### config.mk
export PLATFORM = sky130hd
export DESIGN_NAME = wind_speed_threshold_monitor
export DESIGN_NICKNAME = d
export VERILOG_FILES = /design/src/common/wsm_pkg.sv /design/src/common/timebase_if.sv /design/src/core/one_sec_tick.sv /design/src/core/cycle_timer.sv /design/src/core/wind_speed_threshold_monitor.sv
export SDC_FILE = /design/constraint.sdc
export NUM_CORES = 1
export LEC_CHECK = 0
export BUFFER_PORTS_ARGS = -buffer_cell sky130_fd_sc_hd__buf_2
export CORE_AREA = 2 2 129 131
export DETAILED_ROUTE_END_ITERATION = 12
export DIE_AREA = 0 0 131 133
export PLACE_DENSITY_LB_ADDON = 0.1
export SYNTH_ARGS = -nofsm -noshare
export SYNTH_HDL_FRONTEND = slang
export SYNTH_HIERARCHICAL = 1
export SYNTH_SLANG_ARGS = --single-unit
### constraint.sdc
create_clock -name i_clk_sys -period 6.6 [get_ports i_clk_sys]
set_input_delay 1.32 -clock i_clk_sys [delete_from_list [all_inputs] [get_ports i_clk_sys]]
set_output_delay 1.32 -clock i_clk_sys [all_outputs]
set_load 0.02 [all_outputs]
### src/common/wsm_pkg.sv
// Purpose: shared constants, tables and types of the wind threshold monitor
// Assumes: speeds are carried in units of 0.1 m/s
// Notes: the 8-bit external value scales against EXT8_TOP
package wsm_pkg;
   localparam int unsigned CLK_HZ = 40_000_000;
   localparam int unsigned ONE_SEC_S = 1;
   localparam int unsigned TICK_CYC = ONE_SEC_S * CLK_HZ;
   localparam int unsigned CYC_STEP_S = 10;
   localparam int SPD_W = 16;
   localparam int SEC_W = 12;
   localparam int CYC_W = 11;
   localparam logic [CYC_W-1:0] CYC_STEP_TICKS = CYC_W'(CYC_STEP_S / ONE_SEC_S);
   localparam logic [6:0] CYC_MAX = 7'h78;
   localparam logic [SPD_W-1:0] EXT8_TOP = 16'h0190;
   localparam logic [3:0] MODE_PRI_ONLY = 4'h4;
   localparam logic [3:0] MODE_RET_ONLY = 4'h8;
   localparam logic [3:0] MODE_CNT = 4'hc;

   typedef enum logic [1:0] {EXT_NONE = 2'h0, EXT_16 = 2'h1, EXT_8 = 2'h2} ext_mode_e;
   typedef enum logic [1:0] {ACT_NONE = 2'h0, ACT_ON = 2'h1, ACT_OFF = 2'h2} act_e;

   function automatic logic [SPD_W-1:0] level_speed(input logic [3:0] sel);
      case (sel)
         4'h1: level_speed = 16'h000a;
         4'h2: level_speed = 16'h001e;
         4'h3: level_speed = 16'h0032;
         4'h4: level_speed = 16'h0050;
         4'h5: level_speed = 16'h0064;
         4'h6: level_speed = 16'h0078;
         4'h7: level_speed = 16'h0096;
         4'h8: level_speed = 16'h00c8;
         4'h9: level_speed = 16'h00dc;
         4'ha: level_speed = 16'h00fa;
         4'hb: level_speed = 16'h012c;
         4'hc: level_speed = 16'h015e;
         default: level_speed = 16'h000a;
      endcase
   endfunction

   function automatic logic [SPD_W-1:0] hyst_speed(input logic [2:0] sel);
      case (sel)
         3'h1: hyst_speed = 16'h000a;
         3'h2: hyst_speed = 16'h001e;
         3'h3: hyst_speed = 16'h0032;
         3'h4: hyst_speed = 16'h0050;
         3'h5: hyst_speed = 16'h0064;
         default: hyst_speed = 16'h0000;
      endcase
   endfunction

   function automatic logic [SEC_W-1:0] delay_secs(input logic [3:0] sel);
      case (sel)
         4'h1: delay_secs = 12'h001;
         4'h2: delay_secs = 12'h003;
         4'h3: delay_secs = 12'h005;
         4'h4: delay_secs = 12'h00a;
         4'h5: delay_secs = 12'h00f;
         4'h6: delay_secs = 12'h01e;
         4'h7: delay_secs = 12'h03c;
         4'h8: delay_secs = 12'h0b4;
         4'h9: delay_secs = 12'h12c;
         4'ha: delay_secs = 12'h258;
         4'hb: delay_secs = 12'h384;
         4'hc: delay_secs = 12'h708;
         4'hd: delay_secs = 12'he10;
         default: delay_secs = 12'h000;
      endcase
   endfunction

   function automatic logic [SPD_W-1:0] ext8_speed(input logic [7:0] v);
      logic [SPD_W+7:0] p;
      p = (SPD_W+8)'(v) * (SPD_W+8)'(EXT8_TOP);
      ext8_speed = p[SPD_W+7:8];
   endfunction
endpackage

### src/common/timebase_if.sv
// Purpose: seconds tick and cyclic send timing between monitor modules
// Assumes: one clock domain
// Notes: due is a one-cycle pulse
interface timebase_if;
   logic tick;
   logic run;
   logic [6:0] cyc_sel;
   logic due;
   modport tick_src (output tick);
   modport cyc (input tick, input run, input cyc_sel, output due);
   modport core (input tick, input due, output run, output cyc_sel);
endinterface

### src/core/one_sec_tick.sv
// Purpose: one-second tick from the system clock
// Assumes: P_TICK_CYC clock cycles per second
// Notes: tick is a one-cycle pulse, free running after reset
module one_sec_tick #(
   parameter int unsigned P_TICK_CYC = wsm_pkg::TICK_CYC
) (
   input wire logic i_clk_sys,
   input wire logic i_rst_n,
   timebase_if.tick_src tb
);
   import wsm_pkg::*;
   localparam int CW = $clog2(P_TICK_CYC + 1);
   localparam logic [CW-1:0] LAST = CW'(P_TICK_CYC - 1);
   logic [CW-1:0] cnt_ff;
   logic [CW-1:0] nxt_cnt;
   logic tick_ff;
   logic nxt_tick;

   always_comb begin
      nxt_tick = (cnt_ff == LAST);
      nxt_cnt = nxt_tick ? '0 : cnt_ff + 1'b1;
   end

   always_ff @(posedge i_clk_sys or negedge i_rst_n) begin
      if (!i_rst_n) begin
         cnt_ff <= '0;
         tick_ff <= 1'b0;
      end else begin
         cnt_ff <= nxt_cnt;
         tick_ff <= nxt_tick;
      end
   end

   assign tb.tick = tick_ff;
endmodule

### src/core/cycle_timer.sv
// Purpose: cyclic send timer, period of cyc_sel steps of ten seconds
// Assumes: cyc_sel already limited to its legal range
// Notes: restarts whenever disabled
module cycle_timer (
   input wire logic i_clk_sys,
   input wire logic i_rst_n,
   timebase_if.cyc tb
);
   import wsm_pkg::*;
   logic [CYC_W-1:0] period;
   logic [CYC_W-1:0] cnt_ff;
   logic [CYC_W-1:0] nxt_cnt;
   logic due_ff;
   logic nxt_due;

   always_comb begin
      period = CYC_W'(tb.cyc_sel) * CYC_STEP_TICKS;
      nxt_cnt = cnt_ff;
      nxt_due = 1'b0;
      if (!tb.run || tb.cyc_sel == '0) begin
         nxt_cnt = '0;
      end else if (tb.tick) begin
         if (cnt_ff >= period - 1'b1) begin
            nxt_cnt = '0;
            nxt_due = 1'b1;
         end else begin
            nxt_cnt = cnt_ff + 1'b1;
         end
      end
   end

   always_ff @(posedge i_clk_sys or negedge i_rst_n) begin
      if (!i_rst_n) begin
         cnt_ff <= '0;
         due_ff <= 1'b0;
      end else begin
         cnt_ff <= nxt_cnt;
         due_ff <= nxt_due;
      end
   end

   assign tb.due = due_ff;
endmodule

### src/core/wind_speed_threshold_monitor.sv
// Purpose: second wind speed threshold monitor with delays and send control
// Assumes: i_speed is valid while i_speed_vld pulses; speeds in 0.1 m/s
// Notes: o_send is a one-cycle telegram request carrying o_send_val
module wind_speed_threshold_monitor #(
   parameter int unsigned P_TICK_CYC = wsm_pkg::TICK_CYC
) (
   input wire logic i_clk_sys,
   input wire logic i_rst_n,
   input wire logic i_wind_en,
   input wire logic i_both_en,
   input wire logic [wsm_pkg::SPD_W-1:0] i_speed,
   input wire logic i_speed_vld,
   input wire logic [3:0] i_threshold_level,
   input wire logic [2:0] i_hyst_sel,
   input wire logic [3:0] i_action_sel,
   input wire logic [1:0] i_ext_mode,
   input wire logic [wsm_pkg::SPD_W-1:0] i_ext16,
   input wire logic i_ext16_wr,
   input wire logic [7:0] i_ext8,
   input wire logic i_ext8_wr,
   input wire logic [3:0] i_on_dly_sel,
   input wire logic [3:0] i_off_dly_sel,
   input wire logic i_send_chg,
   input wire logic [6:0] i_cyc_sel,
   output logic o_state,
   output logic o_send,
   output logic o_send_val,
   output logic o_active
);
   import wsm_pkg::*;

   typedef enum logic [1:0] {ST_IDLE = 2'b01, ST_WAIT = 2'b10} dly_st_e;

   timebase_if tb ();

   one_sec_tick #(.P_TICK_CYC(P_TICK_CYC)) u_tick (
      .i_clk_sys(i_clk_sys),
      .i_rst_n(i_rst_n),
      .tb(tb.tick_src)
   );

   cycle_timer u_cyc (
      .i_clk_sys(i_clk_sys),
      .i_rst_n(i_rst_n),
      .tb(tb.cyc)
   );

   // ----------------------------------------------------------
   // enable and external threshold objects
   // ----------------------------------------------------------
   logic active_ff;
   logic nxt_active;
   logic [SPD_W-1:0] ext16_ff;
   logic [SPD_W-1:0] nxt_ext16;
   logic [7:0] ext8_ff;
   logic [7:0] nxt_ext8;
   logic seen16_ff;
   logic nxt_seen16;
   logic seen8_ff;
   logic nxt_seen8;

   always_comb begin
      nxt_active = i_wind_en & i_both_en;
      nxt_ext16 = i_ext16_wr ? i_ext16 : ext16_ff;
      nxt_ext8 = i_ext8_wr ? i_ext8 : ext8_ff;
      nxt_seen16 = seen16_ff | i_ext16_wr;
      nxt_seen8 = seen8_ff | i_ext8_wr;
   end

   always_ff @(posedge i_clk_sys or negedge i_rst_n) begin
      if (!i_rst_n) begin
         active_ff <= 1'b0;
         ext16_ff <= '0;
         ext8_ff <= '0;
         seen16_ff <= 1'b0;
         seen8_ff <= 1'b0;
      end else begin
         active_ff <= nxt_active;
         ext16_ff <= nxt_ext16;
         ext8_ff <= nxt_ext8;
         seen16_ff <= nxt_seen16;
         seen8_ff <= nxt_seen8;
      end
   end

   // ----------------------------------------------------------
   // threshold, hysteresis band and comparator
   // ----------------------------------------------------------
   logic [SPD_W-1:0] thr;
   logic [SPD_W-1:0] hyst;
   logic [SPD_W-1:0] low;
   logic [SPD_W:0] high;
   logic under_mode;
   logic pri_hit;
   logic ret_hit;
   act_e act_pri;
   act_e act_ret;
   act_e act;
   logic mute;
   logic cond_ff;
   logic nxt_cond;
   logic cvld_ff;
   logic nxt_cvld;
   logic tgt_ff;
   logic nxt_tgt;

   always_comb begin
      if (i_ext_mode == EXT_16 && seen16_ff) begin
         thr = ext16_ff;
      end else if (i_ext_mode == EXT_8 && seen8_ff) begin
         thr = ext8_speed(ext8_ff);
      end else begin
         thr = level_speed(i_threshold_level);
      end
      hyst = hyst_speed(i_hyst_sel);
      low = (thr > hyst) ? thr - hyst : '0;
      high = {1'b0, thr} + {1'b0, hyst};
      under_mode = i_action_sel[1];
      if (under_mode) begin
         pri_hit = i_speed < thr;
         ret_hit = {1'b0, i_speed} > high;
      end else begin
         pri_hit = i_speed > thr;
         ret_hit = i_speed < low;
      end
      // one-sided modes leave one crossing without a telegram
      if (i_action_sel >= MODE_RET_ONLY) begin
         act_pri = ACT_NONE;
      end else begin
         act_pri = i_action_sel[0] ? ACT_OFF : ACT_ON;
      end
      if ((i_action_sel >= MODE_PRI_ONLY && i_action_sel < MODE_RET_ONLY) || i_action_sel >= MODE_CNT) begin
         act_ret = ACT_NONE;
      end else begin
         act_ret = i_action_sel[0] ? ACT_ON : ACT_OFF;
      end
      act = !cvld_ff ? ACT_NONE : (cond_ff ? act_pri : act_ret);
      mute = cvld_ff && act == ACT_NONE;
      nxt_cond = cond_ff;
      nxt_cvld = cvld_ff;
      if (!active_ff) begin
         nxt_cond = 1'b0;
         nxt_cvld = 1'b0;
      end else if (i_speed_vld) begin
         if (pri_hit) begin
            nxt_cond = 1'b1;
            nxt_cvld = 1'b1;
         end else if (ret_hit) begin
            nxt_cond = 1'b0;
            nxt_cvld = 1'b1;
         end
      end
      nxt_tgt = tgt_ff;
      if (!active_ff) begin
         nxt_tgt = 1'b0;
      end else if (act == ACT_ON) begin
         nxt_tgt = 1'b1;
      end else if (act == ACT_OFF) begin
         nxt_tgt = 1'b0;
      end
   end

   always_ff @(posedge i_clk_sys or negedge i_rst_n) begin
      if (!i_rst_n) begin
         cond_ff <= 1'b0;
         cvld_ff <= 1'b0;
         tgt_ff <= 1'b0;
      end else begin
         cond_ff <= nxt_cond;
         cvld_ff <= nxt_cvld;
         tgt_ff <= nxt_tgt;
      end
   end

   // ----------------------------------------------------------
   // switch-on and switch-off delay
   // ----------------------------------------------------------
   logic state_ff;
   logic nxt_state;
   dly_st_e st_ff;
   dly_st_e nxt_st;
   logic [SEC_W-1:0] dly_ff;
   logic [SEC_W-1:0] nxt_dly;
   logic [SEC_W-1:0] dsec;
   logic want;
   logic accept;

   always_comb begin
      want = tgt_ff != state_ff;
      dsec = delay_secs(tgt_ff ? i_on_dly_sel : i_off_dly_sel);
      nxt_st = st_ff;
      nxt_dly = dly_ff;
      accept = 1'b0;
      unique case (st_ff)
         ST_IDLE: begin
            if (active_ff && want) begin
               if (dsec == '0) begin
                  accept = 1'b1;
               end else begin
                  nxt_dly = dsec;
                  nxt_st = ST_WAIT;
               end
            end
         end
         ST_WAIT: begin
            if (!active_ff || !want) begin
               nxt_st = ST_IDLE;
            end else if (tb.tick) begin
               if (dly_ff == 12'h001) begin
                  accept = 1'b1;
                  nxt_st = ST_IDLE;
               end else begin
                  nxt_dly = dly_ff - 1'b1;
               end
            end
         end
         default: begin
            nxt_st = ST_IDLE;
         end
      endcase
   end

   always_ff @(posedge i_clk_sys or negedge i_rst_n) begin
      if (!i_rst_n) begin
         st_ff <= ST_IDLE;
         dly_ff <= '0;
      end else begin
         st_ff <= nxt_st;
         dly_ff <= nxt_dly;
      end
   end

   // ----------------------------------------------------------
   // accepted state and telegram requests
   // ----------------------------------------------------------
   logic send_ff;
   logic nxt_send;
   logic val_ff;
   logic nxt_val;
   logic chg_send;
   logic cyc_send;

   always_comb begin
      if (!active_ff) begin
         nxt_state = 1'b0;
      end else if (accept) begin
         nxt_state = tgt_ff;
      end else begin
         nxt_state = state_ff;
      end
      chg_send = accept && i_send_chg && !mute;
      cyc_send = tb.due && !mute;
      nxt_send = active_ff && (chg_send || cyc_send);
      nxt_val = nxt_state;
   end

   always_ff @(posedge i_clk_sys or negedge i_rst_n) begin
      if (!i_rst_n) begin
         state_ff <= 1'b0;
         send_ff <= 1'b0;
         val_ff <= 1'b0;
      end else begin
         state_ff <= nxt_state;
         send_ff <= nxt_send;
         val_ff <= nxt_val;
      end
   end

   assign tb.run = active_ff;
   assign tb.cyc_sel = (i_cyc_sel > CYC_MAX) ? CYC_MAX : i_cyc_sel;

   assign o_state = state_ff;
   assign o_send = send_ff;
   assign o_send_val = val_ff;
   assign o_active = active_ff;
endmodule

Word-level counts from Yosys, hierarchy flattened:

Memory sizes are Yosys's and may differ from the RTL's.
Index checks and enable logic that the tools add are counted.

* magnitude comparators: 11
* mux-type cells: 52
* add/sub/neg operators: 6
* bitwise logic cells: 3
* div/mod/pow operators: 0
* reduce and logical (&&, ||, !) cells: 24
* multiply operators: 2
* shift-type cells: 0
* equal/unequal tests: 25

Operator list (count)
* 12-bit 2-to-1 mux: 5
* 16-bit 2-to-1 mux: 3
* 7-bit case mux with 5 select lines: 1
* 11-bit 2-to-1 mux: 3
* 16-bit greater-than comparator: 2
* 16-bit less-than comparator: 2
* 26-bit by 1-bit adder with 26-bit output (second input constant): 1
* 26-bit equality test (second input constant): 1
* 26-bit 2-to-1 mux: 1
* 12-bit case mux with 2 select lines: 1
* 1-bit 2-to-1 mux: 23
* 2-bit 2-to-1 mux: 11
* 16-bit by 16-bit adder with 17-bit output: 1
* 16-bit by 17-bit greater-than comparator with 1-bit output: 1
* 16-bit subtractor: 1
* 8-bit by 5-bit multiplier with 13-bit output (second input constant): 1
* 12-bit by 1-bit equality test with 1-bit output (second input constant): 1
* 12-bit logical NOT: 1
* 12-bit by 1-bit subtractor with 12-bit output (second input constant): 1
* 11-bit by 1-bit adder with 11-bit output (second input constant): 1
* 11-bit greater-or-equal comparator: 1
* 11-bit by 1-bit subtractor with 11-bit output (second input constant): 1
* 7-bit by 3-bit multiplier with 10-bit output (second input constant): 1
* 2-bit != test (second input constant): 5
* other kinds (29): 53

* output and inout bits: 4
* register bits: 85
* latch bits: 0
* bits in writable memories: 0
* memories: 2
* bits in read-only memories: 320

Memory list
* (name not given): depth 16, width 12, read ports 1, clocked after memory_dff 0, wr ports 0, RTL line wsm_pkg.sv:52 `case (sel)`
* (name not given): depth 16, width 8, read ports 1, clocked after memory_dff 0, wr ports 0, RTL line wsm_pkg.sv:23 `case (sel)`

Longest topological paths before layout:

Gate-level depths: netlist of run 1.

* depth after elaboration: 12
* depth in mapped cells: 33
* gate-level depth less buffers: 31

Cells and area by module:

The synthesis of run 1 kept the hierarchy.

Modules (own cells, without submodules)
* wind_speed_threshold_monitor: cells each 725, area an instance 6003.3 um2, times used 1, seq. area each 1152.4 um2
* cycle_timer: cells each 152, area an instance 1365.1 um2, times used 1, seq. area each 300.3 um2
* one_sec_tick: cells each 129, area an instance 1338.8 um2, times used 1, seq. area each 675.6 um2

Worst setup path before layout of run 1:

OpenSTA, ideal clock, no wires.

* path type: reg2reg
* start: register ext8_ff[3]
* end: register cvld_ff
* arrival time: 5.570 ns
* slack: 0.942 ns
* stages on the path, launching flop included: 30
* required time: 6.512 ns
* period minus slack after synthesis: 5.658 ns
* path through: dfrtp_1 ha_1 ha_1 inv_1 fa_1 inv_1 ha_1 o21ai_1 o21bai_1 a21oi_1 xnor2_1 nand2_1 o211ai_1 o21a_1 ha_1 clkbuf_1 o21bai_1 a32oi_4 o311ai_4 or3_4 xnor2_1 ha_1 nand2_1 or2_2 nor2_1 a21oi_1 o31ai_1 nand3_1 or2_0 a41oi_1

* longest elaborated chain between the ends: 9

RTL lines
* from (decl): RTL line wind_speed_threshold_monitor.sv:55 `logic [7:0] ext8_ff;`
* from (signal assigned): RTL line wind_speed_threshold_monitor.sv:80 `ext8_ff <= nxt_ext8;`
* 8-bit by 5-bit multiplier with 13-bit output *: RTL line wsm_pkg.sv:72 `p = (SPD_W+8)'(v) * (SPD_W+8)'(EXT8_TOP);`
* 16-bit 2-to-1 mux *: RTL line wind_speed_threshold_monitor.sv:110 `end else if (i_ext_mode == EXT_8 && seen8_ff) begin`
* 16-bit 2-to-1 mux *: RTL line wind_speed_threshold_monitor.sv:108 `if (i_ext_mode == EXT_16 && seen16_ff) begin`
* 16-bit subtractor / 16-bit greater-than comparator (equally long branches): RTL line wind_speed_threshold_monitor.sv:116 `low = (thr > hyst) ? thr - hyst : '0;`
* 16-bit 2-to-1 mux: RTL line wind_speed_threshold_monitor.sv:116
* 16-bit less-than comparator: RTL line wind_speed_threshold_monitor.sv:124 `ret_hit = i_speed < low;`
* 1-bit 2-to-1 mux: RTL line wind_speed_threshold_monitor.sv:119 `if (under_mode) begin`
* 3-bit by 1-bit != test with 1-bit output (no source line)
* 2-bit AND reduction (no source line)
* to (signal assigned): RTL line wind_speed_threshold_monitor.sv:170 `cvld_ff <= nxt_cvld;`
* to (decl): RTL line wind_speed_threshold_monitor.sv:102 `logic cvld_ff;`

Mark *: on every way between the ends. The rest lies on a longest branch, timed or not. The select of a mux whose other input is x is not followed.
A chain may end at the register's enable or synchronous reset.

Worst setup path after layout of run 1:

* start: register ext8_ff[4]
* end: register cvld_ff

The elaborated chain is that of the path after synthesis.

==> flow_summary.toml, run 1 <==
[outcome]
status = "complete, no violations"

[cts]
cts_sinks = 85
insertion_delay_ns = 0.34
clk_path_buf_depth = 2
cts_resized = 0
clk_pin_slew_ns = 0.06
htree_levels = 3
root_buffer = "clkbuf_16"
cts_buffers = 9
cts_tree = "built"

[hold_path]
min_path_cells = 2
hp-start = "u_cyc/tb.due"
hold_class = "flop to flop"
whs_endpoint = "o_send"

[drt]
ant_nets = 0
wl_per_cell_um = 15.4
vias_per_cell = 5.77
drt_wl_total_um = 19900
dr.pass1.iters = 4
drt_iter0_drc = 307
drc = 0
num_vias = 7482

[global_route]
grtUsageTotal_pct = 24.0
grt_pass1_vias = 7102
antenna_found_initial = 2
grt-ovfl-total = 0
grt_pass1_wl_um = 33800
grt_max_degree = 64

[yosys]
synthArstFlopShare_pct = 100
ys_top_cells_by_area = "dfrtp_1 (24%), ha_1 (18%), xnor2_1 (4.1%)"
synth_top_area_share_pct = 24.1
synth_warnings = 6
ys_seq_area_share_pct = 24.4
syn_inst = 1006
synth_top_cell_by_area = "dfrtp_1"
synthFlopType = "dfrtp_1"
synth.ff_latch_count = 85
synth_nets = 1216
syn_avg_cell_area_um2 = 8.66
syn_area_um2 = 8710
synth_edf_count = 0
synth.distinct_cells = 92

[critical_path]
worstPathRequired_ns = 6.86
path_max_fanout = 4
path_class = "flop to flop"
worstSetupEndpointType = "flop"
cp_data_arrival_time_ns = 6.40
reg2reg_from = "ext8_ff[4]"
r2r_end = "cvld_ff"
r2r_cells = 26
critPathLaunch = "ext8_ff[4]"
r2r_slack_ns = 0.46
startpoint_type = "flop"

[floorplanning]
core.rowCount = 47
die_h_um = 133
dieArea_um2 = 17400
io_pins = 80
coreArea_um2 = 16200
dieWidth_um = 131
start_util_pct = 53.8

[pwr]
p_leak_nw = 4.30
peakVddDrop_uv = 181
power.density_nw_per_um2 = 234

[timing]
setup_slack_ns = 0.456
fin_skew_ns = 0.00626
period_needed_ns = 6.14
hold_viol_final = 0
setup_viol = 0
setup-tns-final_ns = 0
timing.hold.ws_ns = 0.480
fmax_mhz = 163
rsz0062_at_grt = "false"
max_slew_margin_pct = 34.1
worstMarginPinSlew_ns = 0.981
finalMaxSlewViolations = 0
fin_crit_sh_pct = 93.1

[place]
placed_area_um2 = 9280
routabilityCongestion = 0.930
post-place-ws_ns = 0.222
numPortBuffers = 79
dp_hpwl_um = 16000

[cells_and_area]
layout_commonest_cell = "ha_1"
drive_gt1_share_pct = 15.5
syn_to_final_growth_pct = 10.6
stdcell_area_um2 = 9630
nets = 1279
mostFrequentLayoutCells = "ha_1 (128), dfrtp_1 (84), nor2_1 (78), buf_2 (78), nand2_1 (76)"
postLayoutCoreUtil_pct = 59.5

[run]
max_cap_viol_count = 0
## sequential cells by signal (all words and copies together), names as in the netlist, 2 cells and up
name           cells
u_tick/cnt_ff     26
ext16_ff          16
dly_ff            12
u_cyc/cnt_ff      11
ext8_ff            8
st_ff              2
## cell type report
type                       instances  area, um2
sequential                        85       2130
clock buffer                      10        229
clock inverter                     6       95.1
inverter                          57        214
antenna                            2       5.00
fill                            1496       6550
timing repair buffer              86        463
multi-input combinational        830       6220
tap                              220        275
## repair_timing
action | in CTS | in global routing
buffers inserted | 0 | 1
setup endpoints to repair | 0 | 2
hold buffers | 0 | 0
## cells by family after synthesis
family | synth area share [%]
muxes | 4.25
buffers and inverters | 4.15
and+or+nand+nor | 23.6
adders and majority gates | 19.8
AOI/OAI and AO/OA | 17.3
DFF | 24.4
xor gates and xnor gates | 6.51
## how the worst max path moves through the flow
stage,slack [ns],end
3_5_place_dp,0.22,cond_ff
2_1_floorplan,0.94,cvld_ff
4_1_cts,0.20,cond_ff
6_report,0.46,cvld_ff
3_3_place_gp,0.36,cond_ff
5_1_grt,0.003,cvld_ff
## through the flow
step                std cells  power [mW]
floorplan                1006        1.46
finish                   1296        2.25
global route             1295        2.45
detailed placement       1277        1.70
CTS                      1293        2.27
global placement         1277        1.69
## cell usage after synthesis, types with 21 or more instances
| cell | instances |
|---|---|
| a21oi_1 | 53 |
| dfrtp_1 | 84 |
| ha_1 | 128 |
| inv_1 | 57 |
| mux2_2 | 24 |
| nand2_1 | 76 |
| nand3_1 | 34 |
| nand4_1 | 29 |
| nor2_1 | 78 |
| nor3_1 | 42 |
| o21ai_0 | 41 |
| xnor2_1 | 41 |
| xor2_1 | 21 |
## power by group
part | total (mW) | internal, mW | switching (mW)
Clock | 0.549 | 0.335 | 0.213
Combinational | 1.06 | 0.457 | 0.607
Sequential | 0.638 | 0.580 | 0.0583
Total | 2.25 | 1.37 | 0.878
## metal layers
metal | wire, um | share of wire [%] | GRT usage (%) | vias up
met5 | 0 | 0 | 0 | -
met4 | 306 | 1.5 | 4.96 | 0
met3 | 731 | 3.7 | 4.45 | 22
met2 | 9410 | 47 | 39.5 | 147
met1 | 9470 | 48 | 32.9 | 3495
li1 | - | - | - | 3818
## worst max-delay path, cell delays in order, from the launching register on
cell      delay [ns]
dfrtp_1         0.43
ha_1            0.30
ha_1            0.28
inv_1           0.05
fa_1            0.50
inv_1           0.04
ha_1            0.34
o211a_1         0.27
o31ai_2         0.09
a21oi_1         0.18
nor3_1          0.35
or2_4           0.23
ha_1            0.26
nor2_1          0.11
a32oi_4         0.27
o311ai_4        0.15
or3_4           0.38
xnor2_1         0.14
ha_1            0.27
nand2_1         0.05
or2_2           0.30
nor2_1          0.11
a21oi_1         0.08
o31ai_1         0.36
nand3_1         0.11
or2_0           0.23
a41oi_1         0.20
Note: power is estimated with default switching activity, not from simulation.
==> run 2: changes to the inputs <==
--- a/config.mk
+++ b/config.mk
@@ -6,9 +6,11 @@
 export NUM_CORES = 1
 export LEC_CHECK = 0
 export BUFFER_PORTS_ARGS = -buffer_cell sky130_fd_sc_hd__buf_2
-export CORE_AREA = 2 2 129 131
+export CELL_PAD_IN_SITES_DETAIL_PLACEMENT = 0
+export CELL_PAD_IN_SITES_GLOBAL_PLACEMENT = 2
+export CORE_AREA = 2 2 155 157
 export DETAILED_ROUTE_END_ITERATION = 12
-export DIE_AREA = 0 0 131 133
+export DIE_AREA = 0 0 157 159
 export PLACE_DENSITY_LB_ADDON = 0.1
 export SYNTH_ARGS = -nofsm -noshare
 export SYNTH_HDL_FRONTEND = slang
==> run 2 against run 1 <==
Against the previous run:
- sequential power is essentially flat
- non-clock buffer count grew 3
- clock-buffer cell count shrank 1
- utilization shrank 17 points
- final cell count grew 7.7%
- clock skew grew 0.0022 ns
- die area grew 43%
- global-route usage shrank 5.2 points
- critical path depth grew 2
- largest cell class unchanged
==> flow_summary.toml, run 2 (same netlist as run 1, synthesis figures left out) <==
[critical_path]
worstSetupEndpointType = "flop"
cp_num_buf_inv = 2
crit_family = "adder cells"
path_class = "flop to flop"
path_max_fanout = 9
startpoint_type = "flop"
crit_top_cell = "ha_1"
worstPathRequired_ns = 6.86
cp_data_arrival_time_ns = 6.40
worst_path_max_delay_cell = "fa_1"
slowest_delay_ns = 0.50

[cells_and_area]
top_regs = "u_tick/cnt_ff x26, ext16_ff x16, dly_ff x12"
largest_register = "u_tick/cnt_ff"
nets = 1282
mostFrequentLayoutCells = "ha_1 (128), dfrtp_1 (84), nor2_1 (78), buf_2 (78), nand2_1 (76)"
antennaDiodeCount = 0
syn_to_final_growth_pct = 12.0
drive_gt1_share_pct = 15.8
layout_commonest_cell = "ha_1"
largest_reg_flops = 26

[drt]
vias_per_cell = 5.34
dr.pass1.iters = 5
drc = 0
drt_wl_total_um = 22900
wl_per_cell_um = 16.4
num_vias = 7459
ant_nets = 0
drt_iter0_drc = 301

[cts]
root_buffer = "clkbuf_16"
clk_path_buf_depth = 2
post_cts_buffers = 0
clk_pin_slew_ns = 0.07
cts_tree = "built"
cts_hold_buffers = 0
htree_levels = 3
insertion_delay_ns = 0.34
cts_resized = 0
cts_buffers = 9
cts_sinks = 85

[place]
post-place-ws_ns = 0.343
numPortBuffers = 79
routabilityCongestion = 0.865
dp_hpwl_um = 18400

[pwr]
peakVddDrop_uv = 121
power.density_nw_per_um2 = 235
p_leak_nw = 4.31

[timing]
fmax_mhz = 163
setup_viol = 0
finalMaxSlewViolations = 0
worstMarginPinSlew_ns = 1.02
setup_slack_ns = 0.452
rsz0062_at_grt = "false"
fin_skew_ns = 0.00848
period_needed_ns = 6.15
setup-tns-final_ns = 0
max_slew_margin_pct = 31.8
fin_crit_sh_pct = 93.2
hold_viol_final = 0

[global_route]
grt_max_degree = 56
grt-ovfl-total = 0
antenna_found_initial = 0
grt_pass1_wl_um = 37800
grt_pass1_vias = 7343
grtUsageTotal_pct = 18.8

[floorplanning]
core.rowCount = 56
io_pins = 80
start_util_pct = 37.5
die_h_um = 159
coreArea_um2 = 23200
dieArea_um2 = 25000
dieWidth_um = 157

[run]
max_cap_viol_count = 0

[hold_path]
hold_class = "flop to flop"

[outcome]
status = "complete, no violations"
==> run 2: cell count changes in the layout (fill, tap and decap cells not counted), sizes merged <==
cell / previous run / this run
clkinvlp: 2 / 0
clkinv: 0 / 3
clkbuf: 10 / 9
buf: 86 / 89
diode: 2 / 0
==> run 2: report_power, final <==
part / internal (mW) / leakage [nW] / switching [mW]
clock: 0.334 / 0.160 / 0.223
sequential: 0.580 / 1.09 / 0.0584
combinational: 0.462 / 3.06 / 0.634
==> run 2: tightest hold or removal path, cell delays in order (launching register included) <==
cell	delay [ns]
dfrtp_1	0.32
a21oi_1	0.04
nor2_1	0.09
==> run 2: layer usage <==
metal / vias to the layer above / share of wire (%) / global-route usage [%]
met5: - / 0 / 0
met4: 0 / 1.9 / 5.09
met3: 26 / 2.7 / 2.56
met2: 120 / 49 / 32.5
met1: 3504 / 46 / 24.5
li1: 3809 / - / -
==> run 2: area by class of cell <==
cell class	count	area, um2
Clock inverter	7	96.3
Clock buffer	9	225
Timing Repair Buffer	89	473
Tap cell	319	399
Sequential cell	85	2130
Multi-Input combinational cell	830	6220
Fill cell	2380	13400
Inverter	57	214
==> run 2: final timing paths <==
kind | startpoint | slack, ns | to | cells past startpoint
max in group asynchronous | i_rst_n | 4.59 | u_tick/cnt_ff[14] | 2
hold / removal | u_cyc/tb.due | 0.48 | o_send | 2
hold reg to reg | u_cyc/tb.due | 0.48 | o_send | 2
min in group asynchronous | i_rst_n | 0.92 | dly_ff[8] | 1
setup reg to reg | ext8_ff[3] | 0.45 | cvld_ff | 28
setup / recovery | ext8_ff[3] | 0.45 | cvld_ff | 28
==> run 2: per-stage QoR <==
stage	hold WS [ns]	util [%]	instance area [um2]	power, mW	std cells
floorplan	0.453	-	8710	1.46	1006
global placement	0.465	40.6	9410	1.75	1377
detailed placement	0.470	40.6	9410	1.74	1377
CTS	0.487	42.0	9730	2.32	1393
global route	0.503	42.1	9750	2.49	1396
finish	0.481	42.1	9750	2.29	1396
==> run 3: changes to the inputs <==
--- a/config.mk
+++ b/config.mk
@@ -8,9 +8,10 @@
 export BUFFER_PORTS_ARGS = -buffer_cell sky130_fd_sc_hd__buf_2
 export CELL_PAD_IN_SITES_DETAIL_PLACEMENT = 0
 export CELL_PAD_IN_SITES_GLOBAL_PLACEMENT = 2
-export CORE_AREA = 2 2 155 157
+export CORE_AREA = 2 2 111 220
 export DETAILED_ROUTE_END_ITERATION = 12
-export DIE_AREA = 0 0 157 159
+export DIE_AREA = 0 0 113 222
+export GPL_ROUTABILITY_DRIVEN = 0
 export PLACE_DENSITY_LB_ADDON = 0.1
 export SYNTH_ARGS = -nofsm -noshare
 export SYNTH_HDL_FRONTEND = slang
==> run 3 against run 2 <==
Against the previous run:
- the flow now finishes with violations (design-rule violations)
- worst hold slack gained 0.017 ns
- global-route usage grew 2.3 points
- via count grew 1.8%
- total power grew 2.1%
- first-iteration DRC count is the same
- final cell count shrank 1.9%
- clock power is essentially flat
- utilization shrank 0.17 points
- die area grew 0.49%
- worst setup slack gained 0.022 ns
- maximum frequency grew 0.36%
==> flow_summary.toml, run 3 (same netlist as run 1, synthesis figures left out) <==
[global_route]
grt_pass1_wl_um = 41300
grt_max_degree = 45
grtUsageTotal_pct = 21.1
grt-ovfl-total = 0
grt_pass1_vias = 7880
antenna_found_initial = 2

[critical_path]
r2r_slack_ns = 0.47
path_class = "flop to flop"
r2r_cells = 29
path_max_fanout = 7
cp-endpoint = "cond_ff"
r2r_end = "cond_ff"
cp_data_arrival_time_ns = 6.37
crit_top_cell = "ha_1"
worstSetupEndpointType = "flop"
slowest_delay_ns = 0.50
worst_path_max_delay_cell = "fa_1"
startpoint_type = "flop"
worstPathRequired_ns = 6.84
reg2reg_from = "ext8_ff[4]"
critPathLaunch = "ext8_ff[4]"

[drt]
wl_per_cell_um = 19.0
drc = 6
drt_wl_total_um = 26000
ant_nets = 0
drt_iter0_drc = 301
num_vias = 7595
dr.pass1.iters = 8
vias_per_cell = 5.55

[pwr]
power.density_nw_per_um2 = 240
p_leak_nw = 4.34
peakVddDrop_uv = 119

[timing]
hold_viol_final = 0
setup_slack_ns = 0.474
setup-tns-final_ns = 0
max_slew_margin_pct = 27.9
fmax_mhz = 163
timing.hold.ws_ns = 0.499
setup_viol = 0
period_needed_ns = 6.13
fin_skew_ns = 0.00812
rsz0062_at_grt = "false"
fin_crit_sh_pct = 92.8
worstMarginPinSlew_ns = 1.07
finalMaxSlewViolations = 0

[cells_and_area]
largest_register = "u_tick/cnt_ff"
nets = 1289
fill_cells = 2437
syn_to_final_growth_pct = 12.2
mostFrequentLayoutCells = "ha_1 (128), dfrtp_1 (84), nor2_1 (78), buf_2 (78), nand2_1 (76)"
top_regs = "u_tick/cnt_ff x26, ext16_ff x16, dly_ff x12"
drive_gt1_share_pct = 16.3
largest_reg_flops = 26
layout_commonest_cell = "ha_1"
instances_no_fill = 1369

[cts]
clk_path_buf_depth = 2
htree_levels = 3
cts_buffers = 9
cts_sinks = 85
root_buffer = "clkbuf_16"
clk_pin_slew_ns = 0.07
insertion_delay_ns = 0.37
cts_tree = "built"

[place]
post-place-ws_ns = 0.153
numPortBuffers = 79
dp_hpwl_um = 21700
dpl.cell_count = 1346

[floorplanning]
core.rowCount = 79
coreArea_um2 = 23300
io_pins = 80
dieWidth_um = 113
die_h_um = 222
dieArea_um2 = 25100
start_util_pct = 37.3

[hold_path]
hold_class = "flop to flop"
min_path_cells = 2

[outcome]
status = "complete, but fails checks"
violations = "design-rule violations"

[run]
max_cap_viol_count = 0
==> run 3: routing by layer <==
metal	track usage (%)	share of wire, %	vias up
met5	0	0	-
met4	9.28	3.4	0
met3	2.79	2.1	43
met2	43.5	60	121
met1	19.7	34	3617
li1	-	-	3814
==> run 3: what timing repair did <==
item	CTS	global route
gates resized for setup	0	1
endpoints found under the setup margin	0	2
endpoints found under the hold margin	0	0
hold buffers	0	0
setup buffers	0	5
==> run 3: report_power, final <==
part | switching [mW] | leakage (nW) | internal, mW
Combinational | 0.660 | 3.10 | 0.479
Clock | 0.250 | 0.152 | 0.310
Sequential | 0.0613 | 1.09 | 0.579
==> run 3: worst min path at each step <==
stage                 startpoint     endpoint  slack [ns]
floorplan           u_cyc/tb.due       o_send        0.45
global placement       seen16_ff    seen16_ff        0.48
detailed placement     seen16_ff    seen16_ff        0.49
CTS                    seen16_ff    seen16_ff        0.51
global route         ext16_ff[0]  ext16_ff[0]        0.53
finish              u_cyc/tb.due       o_send        0.50
==> run 3: area by class of cell <==
cell class / count / area, um2 / area share [%]
antenna: 2 / 5.00 / 0.0512
sequential: 85 / 2130 / 21.8
timing repair buffer: 96 / 526 / 5.38
clock buffer: 10 / 239 / 2.45
clock inverter: 6 / 75.1 / 0.768
tap: 283 / 354 / 3.62
multi-input combinational: 830 / 6230 / 63.8
inverter: 57 / 214 / 2.19
==> run 3: critical path: cells and delay by family (launching register included) <==
family	cells	cell delay (ns)
adders and majority gates	6	2.09
AOI/OAI and AO/OA	11	1.79
and+or+nand+nor	9	1.36
DFF	1	0.43
buffers and inverters	3	0.31
==> run 3: through the flow <==
| step | instance area, um2 | total power, mW | util [%] |
|---|---|---|---|
| after floorplan | 8710 | 1.46 | - |
| after global placement | 9400 | 1.79 | 40.3 |
| after detailed placement | 9400 | 1.78 | 40.3 |
| after CTS | 9720 | 2.36 | 41.6 |
| after global routing | 9770 | 2.53 | 41.9 |
| final | 9770 | 2.34 | 41.9 |
